===== config.mk =====
export PLATFORM = sky130hd
export DESIGN_NAME = dsp_bus_strobe_ctrl
export DESIGN_NICKNAME = d
export VERILOG_FILES = /design/src/logic/strobe_ctrl_pkg.sv /design/src/logic/machine_clock_div.sv /design/src/logic/dsp_bus_strobe_ctrl.sv
export VERILOG_INCLUDE_DIRS = /design/src /design/src/logic
export SDC_FILE = /design/constraint.sdc
export NUM_CORES = 1
export LEC_CHECK = 0
export ABC_AREA = 0
export ABC_CLOCK_PERIOD_IN_PS = 1800
export BUFFER_PORTS_ARGS = -buffer_cell sky130_fd_sc_hd__buf_4
export CORE_MARGIN = 1.5
export CORE_UTILIZATION = 42
export CTS_BUF_LIST = sky130_fd_sc_hd__clkbuf_16
export DETAILED_ROUTE_END_ITERATION = 12
export PLACE_DENSITY = 0.76
export SYNTH_ARGS = -nofsm -noshare
export SYNTH_HDL_FRONTEND = slang
export SYNTH_SLANG_ARGS = --single-unit

===== constraint.sdc =====
create_clock -name clock -period 1.8 [get_ports clock]
set_clock_uncertainty 0.15 [all_clocks]
set_input_delay 0.36 -clock clock [delete_from_list [all_inputs] [get_ports clock]]
set_output_delay 0.36 -clock clock [all_outputs]
set_load 0.02 [all_outputs]

===== src/logic/strobe_ctrl_map.svh =====
// constants for the bus strobe, reset and interrupt control block
`ifndef STROBE_CTRL_MAP_SVH
`define STROBE_CTRL_MAP_SVH
`define ADDR_W            16
`define DATA_W            16
`define PORT_W            3
`define ONCHIP_WORDS      17'h02000
`define PC_RESET          16'h0000
`define CLK_DIV           4
`define DIV_W             2
`define DIV_LAST          2'h3
`define RESET_MIN_CYCLES  5
`define RST_CNT_W         3
`endif


===== src/logic/strobe_ctrl_pkg.sv =====
// types for the bus strobe, reset and interrupt control block
package strobe_ctrl_pkg;
    typedef enum logic [4:0] {
        OP_FETCH = 5'b00001,
        OP_IN    = 5'b00010,
        OP_OUT   = 5'b00100,
        OP_TABLE_WRITE_INSTR  = 5'b01000,
        OP_IDLE  = 5'b10000
    } cycle_kind_t;

    typedef enum logic [2:0] {
        ST_RESET  = 3'b001,
        ST_RESUME = 3'b010,
        ST_RUN    = 3'b100
    } run_state_t;
endpackage


===== src/logic/machine_clock_div.sv =====
// divide-by-four machine clock enable and clock output
`timescale 1ns/1ps
`include "strobe_ctrl_map.svh"
module machine_clock_div (
    input  wire logic clock,
    input  wire logic reset,
    output logic      machineTick,
    output logic      machineClockOut
);
    logic [`DIV_W-1:0] divCount_r;

    // ---------------------------------------------------
    // divider
    // ---------------------------------------------------
    always_ff @(posedge clock) begin
        if (reset) begin
            divCount_r <= '0;
        end else begin
            divCount_r <= divCount_r + 2'h1;
        end
    end

    always_ff @(posedge clock) begin
        if (reset) begin
            machineTick     <= 1'b0;
            machineClockOut <= 1'b0;
        end else begin
            machineTick     <= (divCount_r == `DIV_LAST);
            machineClockOut <= divCount_r[`DIV_W-1];
        end
    end
endmodule


===== src/logic/dsp_bus_strobe_ctrl.sv =====
// external bus strobes, poll branch, interrupt flag, map select and reset sequence
`timescale 1ns/1ps
`include "strobe_ctrl_map.svh"
module dsp_bus_strobe_ctrl
    import strobe_ctrl_pkg::*;
(
    input  wire logic                clock,
    input  wire logic                reset,
    input  wire logic                device_init_n,
    input  wire logic                memory_map_select,
    input  wire logic                branch_poll_in_n,
    input  wire logic                irqIn_n,
    input  wire logic                irqGrant,
    input  wire logic                irqEnableSet,
    input  wire logic                overflowModeSet,
    input  wire logic                overflowModeValue,
    input  wire logic [4:0]          cycleKind,
    input  wire logic                branch_on_poll_low_instr,
    input  wire logic [`ADDR_W-1:0]  branchTarget,
    input  wire logic [`ADDR_W-1:0]  nextPc,
    input  wire logic [`PORT_W-1:0]  portSelect,
    input  wire logic [`DATA_W-1:0]  writeData,
    input  wire logic [`DATA_W-1:0]  dataIn,
    output logic [`ADDR_W-1:0]       addressOut,
    output logic [`ADDR_W-1:0]       programCounter,
    output logic [`DATA_W-1:0]       dataOut,
    output logic                     dataOe,
    output logic [`DATA_W-1:0]       portReadData,
    output logic                     fetch_strobe_n,
    output logic                     port_read_strobe_n,
    output logic                     port_write_strobe_n,
    output logic                     prog_mem_write_strobe_n,
    output logic                     fetchOnChip,
    output logic                     irq_pending_flag,
    output logic                     irqRequest,
    output logic                     irqEnabled,
    output logic                     overflowMode,
    output logic                     machine_clock_out,
    output logic                     running,
    output logic                     branchTaken
);
    run_state_t                 state_r;
    run_state_t                 state_nxt;
    logic [`RST_CNT_W-1:0]      rstCount_r;
    logic                       irqPrev_r;
    logic                       tick;
    logic                       execOk;
    logic [`ADDR_W-1:0]         pcNext;
    cycle_kind_t                kind;

    assign kind   = cycle_kind_t'(cycleKind);
    assign execOk = (state_r == ST_RUN) && tick;

    // ---------------------------------------------------
    // machine clock
    // ---------------------------------------------------
    machine_clock_div u_div (
        .clock           (clock),
        .reset           (reset),
        .machineTick     (tick),
        .machineClockOut (machine_clock_out)
    );

    // ---------------------------------------------------
    // reset sequence
    // ---------------------------------------------------
    always_comb begin
        state_nxt = state_r;
        case (state_r)
            ST_RESET: begin
                // short pulses are ignored; below five cycles the reset is not honoured
                if (device_init_n && rstCount_r >= `RST_CNT_W'(`RESET_MIN_CYCLES)) begin
                    state_nxt = ST_RESUME;
                end
            end
            ST_RESUME: begin
                if (tick) begin
                    state_nxt = ST_RUN;
                end
            end
            ST_RUN: begin
                state_nxt = ST_RUN;
            end
            default: begin
                state_nxt = ST_RESET;
            end
        endcase
        if (!device_init_n && rstCount_r >= `RST_CNT_W'(`RESET_MIN_CYCLES - 1)) begin
            state_nxt = ST_RESET;
        end
    end

    always_ff @(posedge clock) begin
        if (reset) begin
            state_r    <= ST_RESET;
            rstCount_r <= '0;
        end else begin
            state_r <= state_nxt;
            if (device_init_n) begin
                rstCount_r <= '0;
            end else if (rstCount_r != `RST_CNT_W'(`RESET_MIN_CYCLES)) begin
                rstCount_r <= rstCount_r + 3'h1;
            end
        end
    end

    always_ff @(posedge clock) begin
        if (reset) begin
            running <= 1'b0;
        end else begin
            running <= (state_nxt == ST_RUN);
        end
    end

    // ---------------------------------------------------
    // program counter and address bus
    // ---------------------------------------------------
    always_comb begin
        pcNext = nextPc;
        if (kind == OP_FETCH && branch_on_poll_low_instr && !branch_poll_in_n) begin
            pcNext = branchTarget;
        end
    end

    always_ff @(posedge clock) begin
        if (reset || state_r == ST_RESET) begin
            programCounter <= `PC_RESET;
            addressOut     <= `PC_RESET;
            branchTaken    <= 1'b0;
            fetchOnChip    <= 1'b0;
        end else if (execOk) begin
            // only a fetch can branch; other cycles drop the flag
            branchTaken <= (kind == OP_FETCH) && branch_on_poll_low_instr && !branch_poll_in_n;
            if (kind == OP_IN || kind == OP_OUT) begin
                addressOut <= {{(`ADDR_W-`PORT_W){1'b0}}, portSelect};
            end else if (kind == OP_FETCH) begin
                programCounter <= pcNext;
                addressOut     <= programCounter;
                // internal words only exist in microcomputer mode
                fetchOnChip    <= memory_map_select
                                  && ({1'b0, programCounter} < `ONCHIP_WORDS);
            end
        end
    end

    // ---------------------------------------------------
    // strobes and data bus
    // ---------------------------------------------------
    always_ff @(posedge clock) begin
        if (reset || state_r != ST_RUN || !device_init_n) begin
            fetch_strobe_n          <= 1'b1;
            port_read_strobe_n      <= 1'b1;
            port_write_strobe_n     <= 1'b1;
            prog_mem_write_strobe_n <= 1'b1;
            dataOe                  <= 1'b0;
            dataOut                 <= '0;
        end else if (tick) begin
            // one-hot kind keeps at most one strobe low
            fetch_strobe_n          <= !(kind == OP_FETCH);
            port_read_strobe_n      <= !(kind == OP_IN);
            port_write_strobe_n     <= !(kind == OP_OUT);
            prog_mem_write_strobe_n <= !(kind == OP_TABLE_WRITE_INSTR);
            dataOe                  <= (kind == OP_OUT) || (kind == OP_TABLE_WRITE_INSTR);
            dataOut                 <= writeData;
        end
    end

    // relies on the port driving the bus while the read strobe is low
    always_ff @(posedge clock) begin
        if (reset) begin
            portReadData <= '0;
        end else if (!port_read_strobe_n) begin
            portReadData <= dataIn;
        end
    end

    // ---------------------------------------------------
    // interrupt
    // ---------------------------------------------------
    always_ff @(posedge clock) begin
        if (reset) begin
            irqPrev_r        <= 1'b1;
            irq_pending_flag <= 1'b0;
            irqEnabled       <= 1'b0;
            irqRequest       <= 1'b0;
        end else begin
            irqPrev_r <= irqIn_n;
            if (state_r == ST_RESET) begin
                irq_pending_flag <= 1'b0;
                irqEnabled       <= 1'b0;
                irqRequest       <= 1'b0;
            end else begin
                // new edge wins over a grant in the same cycle
                if (irqPrev_r && !irqIn_n) begin
                    irq_pending_flag <= 1'b1;
                end else if (irqGrant) begin
                    irq_pending_flag <= 1'b0;
                end
                if (irqEnableSet) begin
                    irqEnabled <= 1'b1;
                end else if (irqGrant) begin
                    irqEnabled <= 1'b0;
                end
                irqRequest <= irqEnabled && (irq_pending_flag || !irqIn_n);
            end
        end
    end

    // overflow mode survives device reset; of the two resets only the system reset clears it
    always_ff @(posedge clock) begin
        if (reset) begin
            overflowMode <= 1'b0;
        end else if (overflowModeSet && state_r != ST_RESET) begin
            overflowMode <= overflowModeValue;
        end
    end
endmodule


Yosys cells after proc, flatten, opt, wreduce, memory -nomap -nowiden

Index checks and enable logic that the tools add are counted.

Register bits: 87
Bits of input ports: 83
Output and inout bits: 77

Add/sub/neg operators: 2
Magnitude comparators: 3
Eq/ne operators: 12
Multiplexer cells: 10
Bitwise gates (word level): 1
Reductions and logical operators: 29

Operators by type and width:

| kind                                                                   | count |
|---|---|
| 16-bit two-way mux                                                     | 3 |
| 16-bit by 14-bit < comparator with 1-bit output, second input constant | 1 |
| 1-bit logical AND                                                      | 9 |
| 3-bit two-way mux                                                      | 3 |
| 3-bit one-hot mux with 3 select lines                                  | 1 |
| 1-bit logical NOT                                                      | 7 |
| 3-bit equality test, second input constant                             | 2 |
| 3-bit greater-or-equal comparator, second input constant               | 2 |
| 1-bit logical OR                                                       | 6 |
| 3-bit != test, second input constant                                   | 2 |
| 2-bit nonzero test                                                     | 3 |
| 5-bit by 1-bit equality test with 1-bit output, second input constant  | 1 |
| 5-bit by 2-bit equality test with 1-bit output, second input constant  | 1 |
| 5-bit by 3-bit equality test with 1-bit output, second input constant  | 1 |
| 5-bit by 4-bit equality test with 1-bit output, second input constant  | 1 |
| 2-bit OR reduction                                                     | 2 |
| 3-bit by 1-bit adder with 3-bit output, second input constant          | 1 |
| 3-bit by 1-bit equality test with 1-bit output, second input constant  | 1 |
| 3-bit by 2-bit equality test with 1-bit output, second input constant  | 1 |
| 1-bit two-way mux                                                      | 3 |
| 3-bit by 1-bit != test with 1-bit output, second input constant        | 1 |
| 3-bit AND reduction                                                    | 1 |
| 2-bit by 1-bit adder with 2-bit output, second input constant          | 1 |
| 2-bit equality test, second input constant                             | 1 |
| 2 further kinds                                                        | 2 |

Depth between registers and ports, before layout

Gate-level depths: netlist (run 1).

Depth after elaboration: 6
Gate-level depth with buffers: 7
Depth with buffers taken out: 5

By module

From an unflattened synthesis (run 1), not the netlist that was laid out.

Cell total of the unflattened synthesis: 329
Area total of the unflattened synthesis: 3433.3 µm²

Modules (own cells, without submodules):

| module              | instances | cells an instance | area an instance (µm²) |
|---|---|---|---|
| dsp_bus_strobe_ctrl | 1         | 320               | 3318.2 |
| machine_clock_div   | 1         | 9                 | 115.1 |

Worst setup path after synthesis (run 1)

OpenSTA, ideal clock, no wires.

Kind: register -> register
From: register state_r[0]
To: register addressOut[13]
Setup time: 0.117 ns
Arrival time: 1.425 ns
Path slack: 0.108 ns
Cell stages (with the launch flop): 8
Buffers on the path: 3
Clock period less this slack: 1.692 ns
Path through: dfxtp_1 > buf_6 > and4bb_2 > and4_1 > buf_4 > nor2b_4 > buf_6 > a22o_1

Cells in the longest elaborated chain, start to end: 3

Ends and longest elaborated chain:

| what                                 | RTL line                   | RTL |
|---|---|---|
| start: declaration                   | dsp_bus_strobe_ctrl.sv:42  | `run_state_t state_r;` |
| start signal: assignment             | dsp_bus_strobe_ctrl.sv:98  | `state_r <= state_nxt;` |
| 3-bit equality test                  | dsp_bus_strobe_ctrl.sv:52  | `assign execOk = (state_r == ST_RUN) && tick;` |
| 1-bit logical AND                    | dsp_bus_strobe_ctrl.sv:52  |  |
| 2-bit AND reduction (no source line) | -                          |  |
| end signal: assignment               | dsp_bus_strobe_ctrl.sv:128 | `` addressOut <= `PC_RESET; `` |
| end signal: assignment               | dsp_bus_strobe_ctrl.sv:135 | `` addressOut <= {{(`ADDR_W-`PORT_W){1'b0}}, portSelect}; `` |
| end signal: assignment               | dsp_bus_strobe_ctrl.sv:138 | `addressOut <= programCounter;` |
| end: declaration                     | dsp_bus_strobe_ctrl.sv:24  | `` output logic [`ADDR_W-1:0] addressOut, `` |

Several ways; a longest one is shown, not always the timed one.
A chain may end at the register's enable or synchronous reset.

Worst setup path in the final report (run 1)

From: register state_r[0]
To: register fetchOnChip

Cells in the longest elaborated chain, start to end: 3

Ends and longest elaborated chain:

| what                                 | RTL line                   | RTL |
|---|---|---|
| 3-bit equality test                  | dsp_bus_strobe_ctrl.sv:52  |  |
| 1-bit logical AND                    | dsp_bus_strobe_ctrl.sv:52  |  |
| 3-bit AND reduction (no source line) | -                          |  |
| end signal: assignment               | dsp_bus_strobe_ctrl.sv:140 | `fetchOnChip <= memory_map_select` |
| end: declaration                     | dsp_bus_strobe_ctrl.sv:33  | `output logic fetchOnChip,` |

Several ways; a longest one is shown, not always the timed one.

==> results of run 1 <==
[layout by cell type (no fill, tap or decap), types with 3 or more instances in the layout]
master                      instances
sky130_fd_sc_hd__a211oi_1          18
sky130_fd_sc_hd__a21oi_1            6
sky130_fd_sc_hd__a22o_1            13
sky130_fd_sc_hd__buf_12             3
sky130_fd_sc_hd__buf_4            173
sky130_fd_sc_hd__bufinv_16          3
sky130_fd_sc_hd__clkbuf_16         10
sky130_fd_sc_hd__dfxtp_1           87
sky130_fd_sc_hd__ha_1               3
sky130_fd_sc_hd__inv_1              5
sky130_fd_sc_hd__mux2i_1           53
sky130_fd_sc_hd__nand2_1            7
sky130_fd_sc_hd__nor2_1            59
sky130_fd_sc_hd__nor2b_1            6
sky130_fd_sc_hd__nor3_1             6
sky130_fd_sc_hd__o21ai_0            8
[synth_stat cells (3+ instances only)]
master	n
sky130_fd_sc_hd__dfxtp_1	87
sky130_fd_sc_hd__nor2_1	59
sky130_fd_sc_hd__mux2i_1	54
sky130_fd_sc_hd__a211oi_1	19
sky130_fd_sc_hd__a22o_1	13
sky130_fd_sc_hd__o21ai_0	8
sky130_fd_sc_hd__buf_2	7
sky130_fd_sc_hd__nand2_1	7
sky130_fd_sc_hd__nor2b_1	7
sky130_fd_sc_hd__a21oi_1	6
sky130_fd_sc_hd__clkbuf_1	6
sky130_fd_sc_hd__nor3_1	6
sky130_fd_sc_hd__inv_1	5
sky130_fd_sc_hd__buf_1	4
sky130_fd_sc_hd__buf_6	4
sky130_fd_sc_hd__ha_1	3
[repair_timing]
item,in CTS,in global routing
hold buffers,0,0
setup endpoints to repair,0,11
buffers inserted,0,0
gates resized for setup,0,4
[sequential cells by signal, indices dropped and copies added, names as in the netlist, 2 cells and up]
| register | cells |
|---|---|
| state_r | 3 |
| portReadData | 16 |
| addressOut | 16 |
| u_div.divCount_r | 2 |
| rstCount_r | 3 |
| programCounter | 16 |
| dataOut | 16 |
[area by class of cell]
type                       instances  area share
clock buffer                       9     0.04402
inverter                           5    0.003668
tap                              102     0.02494
sequential                        87      0.3404
clock inverter                     7     0.02323
multi-input combinational        215      0.2932
timing repair buffer             177      0.2705
[layer usage]
metal / vias up / global-route usage / wire length [um]
met1: 1397 / 0.2441 / 3720
met5: - / 0 / 0
met4: 0 / 0.07197 / 83
met2: 96 / 0.3597 / 4520
li1: 1489 / - / -
met3: 7 / 0.04926 / 578
[final timing paths]
check / start / end / slack [ps] / cells past startpoint
setup / recovery: state_r[0] / fetchOnChip / 110 / 5
hold / removal: irqIn_n / irqPrev_r / 90 / 2
setup reg to reg: state_r[0] / fetchOnChip / 110 / 5
hold reg to reg: u_div.divCount_r[0] / u_div.divCount_r[0] / 280 / 1
[logic make-up (layout without fill, tap and decap cells)]
logic type / after synthesis / in the layout / share of synthesized area
adder cells (fa/ha/maj): 3 / 3 / 0.01112
buffers and inverters: 28 / 198 / 0.04409
AND/OR/NAND/NOR: 100 / 100 / 0.1434
flip-flops: 87 / 87 / 0.5157
XOR/XNOR: 3 / 3 / 0.007782
multiplexers: 54 / 54 / 0.1601
AO/OA/AOI/OAI: 55 / 55 / 0.1178
[power groups by stage]
stage | clock, uW | combinational [uW] | sequential, uW
after floorplan | 0 | 89.1 | 1980
after global placement | 0 | 262 | 1980
after detailed placement | 0 | 270 | 1980
after CTS | 2160 | 273 | 1940
after global routing | 2250 | 291 | 1940
final | 2120 | 271 | 1940
[stage by stage]
stage,total power [uW],hold WS [ps],setup slack (ps)
2_1_floorplan,2073,249.2,108.1
3_5_place_dp,2253,276.9,-26.31
4_1_cts,4369,83.68,37.04
6_report,4333,90.40,107.1
5_1_grt,4479,85.32,6.294
3_3_place_gp,2244,258.3,71.23
[critical path: stages, from the launching register on]
cell                       delay (ps)
sky130_fd_sc_hd__dfxtp_1          340
sky130_fd_sc_hd__and4bb_2         340
sky130_fd_sc_hd__and4_4           290
sky130_fd_sc_hd__buf_12           160
sky130_fd_sc_hd__mux2i_2          230
sky130_fd_sc_hd__nor2_1            70
==> results.yml, run 1 <==
outcome:
  run_status: "completed"
placed_design:
  placed_area_um2: 4736
  post-place-cells: 585
  detailed_place_hpwl_mm: 6.440
  io_buffers: 159
  gp_congestion: 0.7868
floorplanning:
  design.core.area_um2: 7767
  io_pins: 160
  die_area_um2: 8588
  rows: 32
  start_util: 0.4348
  die_w_um: 92.67
  dieHeight_um: 92.67
global_route:
  antenna_found_initial: 0
  grt_overflow_total: 0
  grtUsageTotal: 0.2053
  grt_pass1_vias: 3000
  pin_count_of_the_biggest_net_entering_global_routing: 34
  global_route_wire_length_before_repair_mm: 13.90
routing:
  remaining_design_rule_violation_count: 0
  ant_nets: 0
  dr_total_vias: 2989
  first_pass_iters: 5
  drt_iter0_markers: 89
  wl_per_cell_um: 14.79
  viasPerCell: 4.965
  finalWirelength_mm: 8.904
power_and_ir_drop:
  share_seq_of_total_power: 0.448
  cellInternalPower_uw: 3465
  power_switching_uw: 868.1
  switching_power_share_of_the_total: 0.2003
  vdd.ir_drop.worst_mv: 0.4898
  leakage_uw: 0.002288
  power.clock.fraction: 0.490
  power_density_nw_per_um2: 847.0
  combPwrFrac: 0.063
synth:
  ys.warnings.count: 0
  synthFlopType: "sky130_fd_sc_hd__dfxtp_1"
  synth_seq_cells: 87
  post_synthesis_instance_total: 330
  avgSynthCellArea_um2: 10.23
  netlist.top_cell.by_area: "sky130_fd_sc_hd__dfxtp_1"
  netlist_area_um2: 3377
  synth_seq_area_share: 0.5157
  synth-edff-count: 0
  ys_types: 45
  synth_top_area_share: 0.5157
  synth_nets: 416
  largest_cells_by_area_after_synthesis: "sky130_fd_sc_hd__dfxtp_1 52%, sky130_fd_sc_hd__mux2i_1 16%, sky130_fd_sc_hd__nor2_1 6.6%"
  synthArstFlopShare: 0
sta:
  max_slew.worst_pin.slew_ps: 377.2
  maxSlewHeadroom: 0.7485
  final_min_period_ps: 1693
  finalHoldViolCount: 0
  portion_of_the_clock_cycle_consumed_by_the_worst_path_in_the_final_layout: 0.9405
  grt_setup_unrepaired: "no"
  final_slew_violations: 0
  final-setup-viol-count: 0
  totalNegativeSetupSlack_ps: 0
  timing.fmax_mhz: 590.7
clocking:
  insertion_delay_ps: 330
  cts_tree: "built"
  clk_path_buf_depth: 2
  cts.htree.levels: 3
  root_buffer_selected_by_cts: "sky130_fd_sc_hd__clkbuf_16"
  cts_made_buffers: 9
  clk_pin_slew_ps: 60
  cts.sinks: 87
min_path:
  hold_path_class: "in2reg"
finish:
  design_area_final_um2: 5116
  layout-drive-gt1-share: 0.4020
  fin_cells: 602
  multi_input_gate_area_in_the_final_layout_um2: 1500
  final_util: 0.6587
  areaGrowthSynthToFinish_pct: 51.50
  number_of_antenna_cells_inserted: 0
  layout.filler_cells: 631
  layout.nets: 581
  register_area_um2: 1742
job:
  cap_viol_max_count: 0
worst_setup_path:
  cp.required_ps: 1870
  data_arrival_time_at_the_worst_slack_endpoint_ps: 1760
  critical_path_peak_fanout: 17
  timing.setup.critical_path_class: "reg2reg"
  endpoint_type_of_the_worst_setup_path: "flip-flop"
  timing.critical_path.from_type: "flip-flop"
(Power assumes the default switching activity.)
==> run 2, diff against run 1 <==
--- a/config.mk
+++ b/config.mk
@@ -6,14 +6,14 @@
 export SDC_FILE = /design/constraint.sdc
 export NUM_CORES = 1
 export LEC_CHECK = 0
-export ABC_AREA = 0
+export ABC_AREA = 1
 export ABC_CLOCK_PERIOD_IN_PS = 1800
 export BUFFER_PORTS_ARGS = -buffer_cell sky130_fd_sc_hd__buf_4
 export CORE_MARGIN = 1.5
 export CORE_UTILIZATION = 42
 export CTS_BUF_LIST = sky130_fd_sc_hd__clkbuf_16
 export DETAILED_ROUTE_END_ITERATION = 12
-export PLACE_DENSITY = 0.76
+export PLACE_DENSITY = 0.75
 export SYNTH_ARGS = -nofsm -noshare
 export SYNTH_HDL_FRONTEND = slang
 export SYNTH_SLANG_ARGS = --single-unit
==> run 2 against run 1 <==
Highest routed layer unchanged. Register-to-register slack improved by 70 ps. Clock-buffer cell count is the same. Critical endpoint is now programCounter[11]. Hold slack better by 10 ps. Clock power is 6% lower. Design area increased by 2.2%. Global-route usage down 0.23 points. Worst setup slack gained 70 ps. Maximum frequency up 4.3%. Critical path type unchanged. Non-clock buffer count fell by 7.
==> results.yml, run 2 <==
outcome:
  run_status: "completed"
synth:
  synth_nets: 576
  largest_cells_by_area_after_synthesis: "sky130_fd_sc_hd__dfxtp_1 48%, sky130_fd_sc_hd__nand2_1 11%, sky130_fd_sc_hd__nand3_1 8.2%"
  avgSynthCellArea_um2: 7.374
  ys_top_cells_by_count: "108 x sky130_fd_sc_hd__nand2_1, 87 x sky130_fd_sc_hd__dfxtp_1, 67 x sky130_fd_sc_hd__nor2_1"
  synthFlopType: "sky130_fd_sc_hd__dfxtp_1"
  ys.warnings.count: 0
  netlist.top_cell.by_area: "sky130_fd_sc_hd__dfxtp_1"
  synth.most_common_cell: "sky130_fd_sc_hd__nand2_1"
  synth_top_area_share: 0.4820
  synth_seq_cells: 87
  post_synthesis_instance_total: 490
  synthArstFlopShare: 0
  netlist_area_um2: 3613
  synth_seq_area_share: 0.4820
  ys_types: 27
  synth-edff-count: 0
sta:
  fin_worst_hold_slack_ps: 100.7
  max_slew.worst_pin.slew_ps: 431.1
  finalHoldViolCount: 0
  final-setup-viol-count: 0
  maxSlewHeadroom: 0.7108
  portion_of_the_clock_cycle_consumed_by_the_worst_path_in_the_final_layout: 0.9017
  timing.fmax_mhz: 616.1
  final_slew_violations: 0
  final_min_period_ps: 1623
worst_setup_path:
  crit_path_start: "state_r[0]"
  endpoint_type_of_the_worst_setup_path: "flip-flop"
  timing.critical_path.from_type: "flip-flop"
  data_arrival_time_at_the_worst_slack_endpoint_ps: 1700
  reg2reg_depth: 8
  cp.required_ps: 1880
  r2r_start: "state_r[0]"
  critical_path_peak_fanout: 46
  timing.setup.critical_path_class: "reg2reg"
min_path:
  worstHoldPathCells: 3
  launch_point_of_the_worst_hold_path: "irqEnableSet"
  hold_path_class: "in2reg"
global_route:
  antenna_found_initial: 0
  global_route_wire_length_before_repair_mm: 14.55
  grtUsageTotal: 0.2029
  grt_overflow_total: 0
  pin_count_of_the_biggest_net_entering_global_routing: 47
  grt_pass1_vias: 3173
power_and_ir_drop:
  cellInternalPower_uw: 3310
  total_power_uw: 4178
  combPwrFrac: 0.058
  share_seq_of_total_power: 0.464
  switching_power_share_of_the_total: 0.2077
  power.clock.fraction: 0.478
  vdd.ir_drop.worst_mv: 0.5538
  leakage_uw: 0.002445
  power_density_nw_per_um2: 799.0
  power_switching_uw: 867.9
floorplanning:
  start_util: 0.4376
  rows: 33
  io_pins: 160
  die_w_um: 95.76
  design.core.area_um2: 8258
  die_area_um2: 9169
  dieHeight_um: 95.76
job:
  cap_viol_max_count: 0
routing:
  ant_nets: 0
  wl_per_cell_um: 12.47
  remaining_design_rule_violation_count: 0
  finalWirelength_mm: 9.449
  first_pass_iters: 4
  viasPerCell: 4.818
  dr_total_vias: 3652
  drt_iter0_markers: 120
clocking:
  insertion_delay_ps: 330
  cts_made_buffers: 9
  clk_path_buf_depth: 2
  cts.sinks: 87
  cts.htree.levels: 3
  cts_tree: "built"
  clk_pin_slew_ps: 70
  cts_setup_buffers: 0
  root_buffer_selected_by_cts: "sky130_fd_sc_hd__clkbuf_16"
finish:
  layout.nets: 734
  layout-drive-gt1-share: 0.3338
  final_util: 0.6332
  layout.filler_cells: 773
  design_area_final_um2: 5229
  highest_count_cells_in_the_layout_ignoring_fill_and_taps: "169 x sky130_fd_sc_hd__buf_4, 108 x sky130_fd_sc_hd__nand2_1, 87 x sky130_fd_sc_hd__dfxtp_1"
  areaGrowthSynthToFinish_pct: 44.70
  layout_commonest_cell: "sky130_fd_sc_hd__buf_4"
  number_of_antenna_cells_inserted: 0
placed_design:
  detailed_place_hpwl_mm: 7.004
  io_buffers: 159
  gp_congestion: 0.8326
  placed_area_um2: 4892
[run 2: changes by cell type in the layout (fill, tap and decap cells not counted), sizes merged, moves of 4 or more]
cell / delta
inv: +36
nand3: +57
a22o: -13
nand2: +105
mux2i: -54
buf: -6
a211oi: -19
o21ai: +18
a21oi: +32
nor3: -4
nor2b: -8
nor2: +32
[run 2: stage by stage]
| stage | std cells | TNS (ps) | setup slack (ps) |
|---|---|---|---|
| detailed placement | 742 | 0 | 78.50 |
| CTS | 758 | 0 | 89.43 |
| global placement | 742 | 0 | 123.9 |
| finish | 758 | 0 | 176.9 |
| floorplan | 490 | 0 | 316.4 |
| global route | 758 | -8.172 | -6.358 |
[run 2: worst paths after layout]
path	to	slack [ps]
max	programCounter[11]	180
min	irqEnabled	100
max reg2reg	programCounter[11]	180
min reg2reg	u_div.machineClockOut	270
[run 2: final cells by class]
cell class                 count  area (um2)  share of cell area
timing repair buffer         170        1289              0.2465
multi-input combinational    338        1573              0.3008
inverter                      42       165.2             0.03159
clock buffer                   9       225.2             0.04307
sequential                    87        1742              0.3331
clock inverter                 7       103.9             0.01986
tap                          105       131.4             0.02513
[run 2: logic make-up after synthesis]
group / Yosys count / share of synthesized area
adder cells (fa/ha/maj): 3 / 0.01039
buffers and inverters: 65 / 0.08414
flip-flops: 87 / 0.4820
AO/OA/AOI/OAI: 69 / 0.09730
AND/OR/NAND/NOR: 266 / 0.3262
[run 2: worst max-delay path, stage by stage (launching register included)]
cell	delay (ps)
sky130_fd_sc_hd__dfxtp_1	300
sky130_fd_sc_hd__inv_1	90
sky130_fd_sc_hd__nand3_1	170
sky130_fd_sc_hd__nor2_4	220
sky130_fd_sc_hd__nand2_4	100
sky130_fd_sc_hd__inv_8	220
sky130_fd_sc_hd__nand3_1	140
sky130_fd_sc_hd__nand2_1	90
sky130_fd_sc_hd__inv_1	40
[run 2: layer usage]
layer,wire length (um),track usage,vias up
li1,-,-,1879
met1,4066,0.2542,1646
met2,4693,0.3427,107
met3,484,0.03476,20
met4,205,0.08578,0
met5,0,0,-
[run 2: power groups by stage]
| stage | Sequential, uW | Combinational, uW | Clock, uW |
|---|---|---|---|
| floorplan | 1980 | 73.3 | 0 |
| global placement | 1980 | 237 | 0 |
| detailed placement | 1980 | 241 | 0 |
| CTS | 1940 | 243 | 2040 |
| global route | 1940 | 265 | 2130 |
| finish | 1940 | 242 | 2000 |
[run 2: repair_timing]
item,4_1_cts,5_1_grt
gates resized for setup,0,2
hold buffers,0,0
endpoints found under the setup margin,0,22
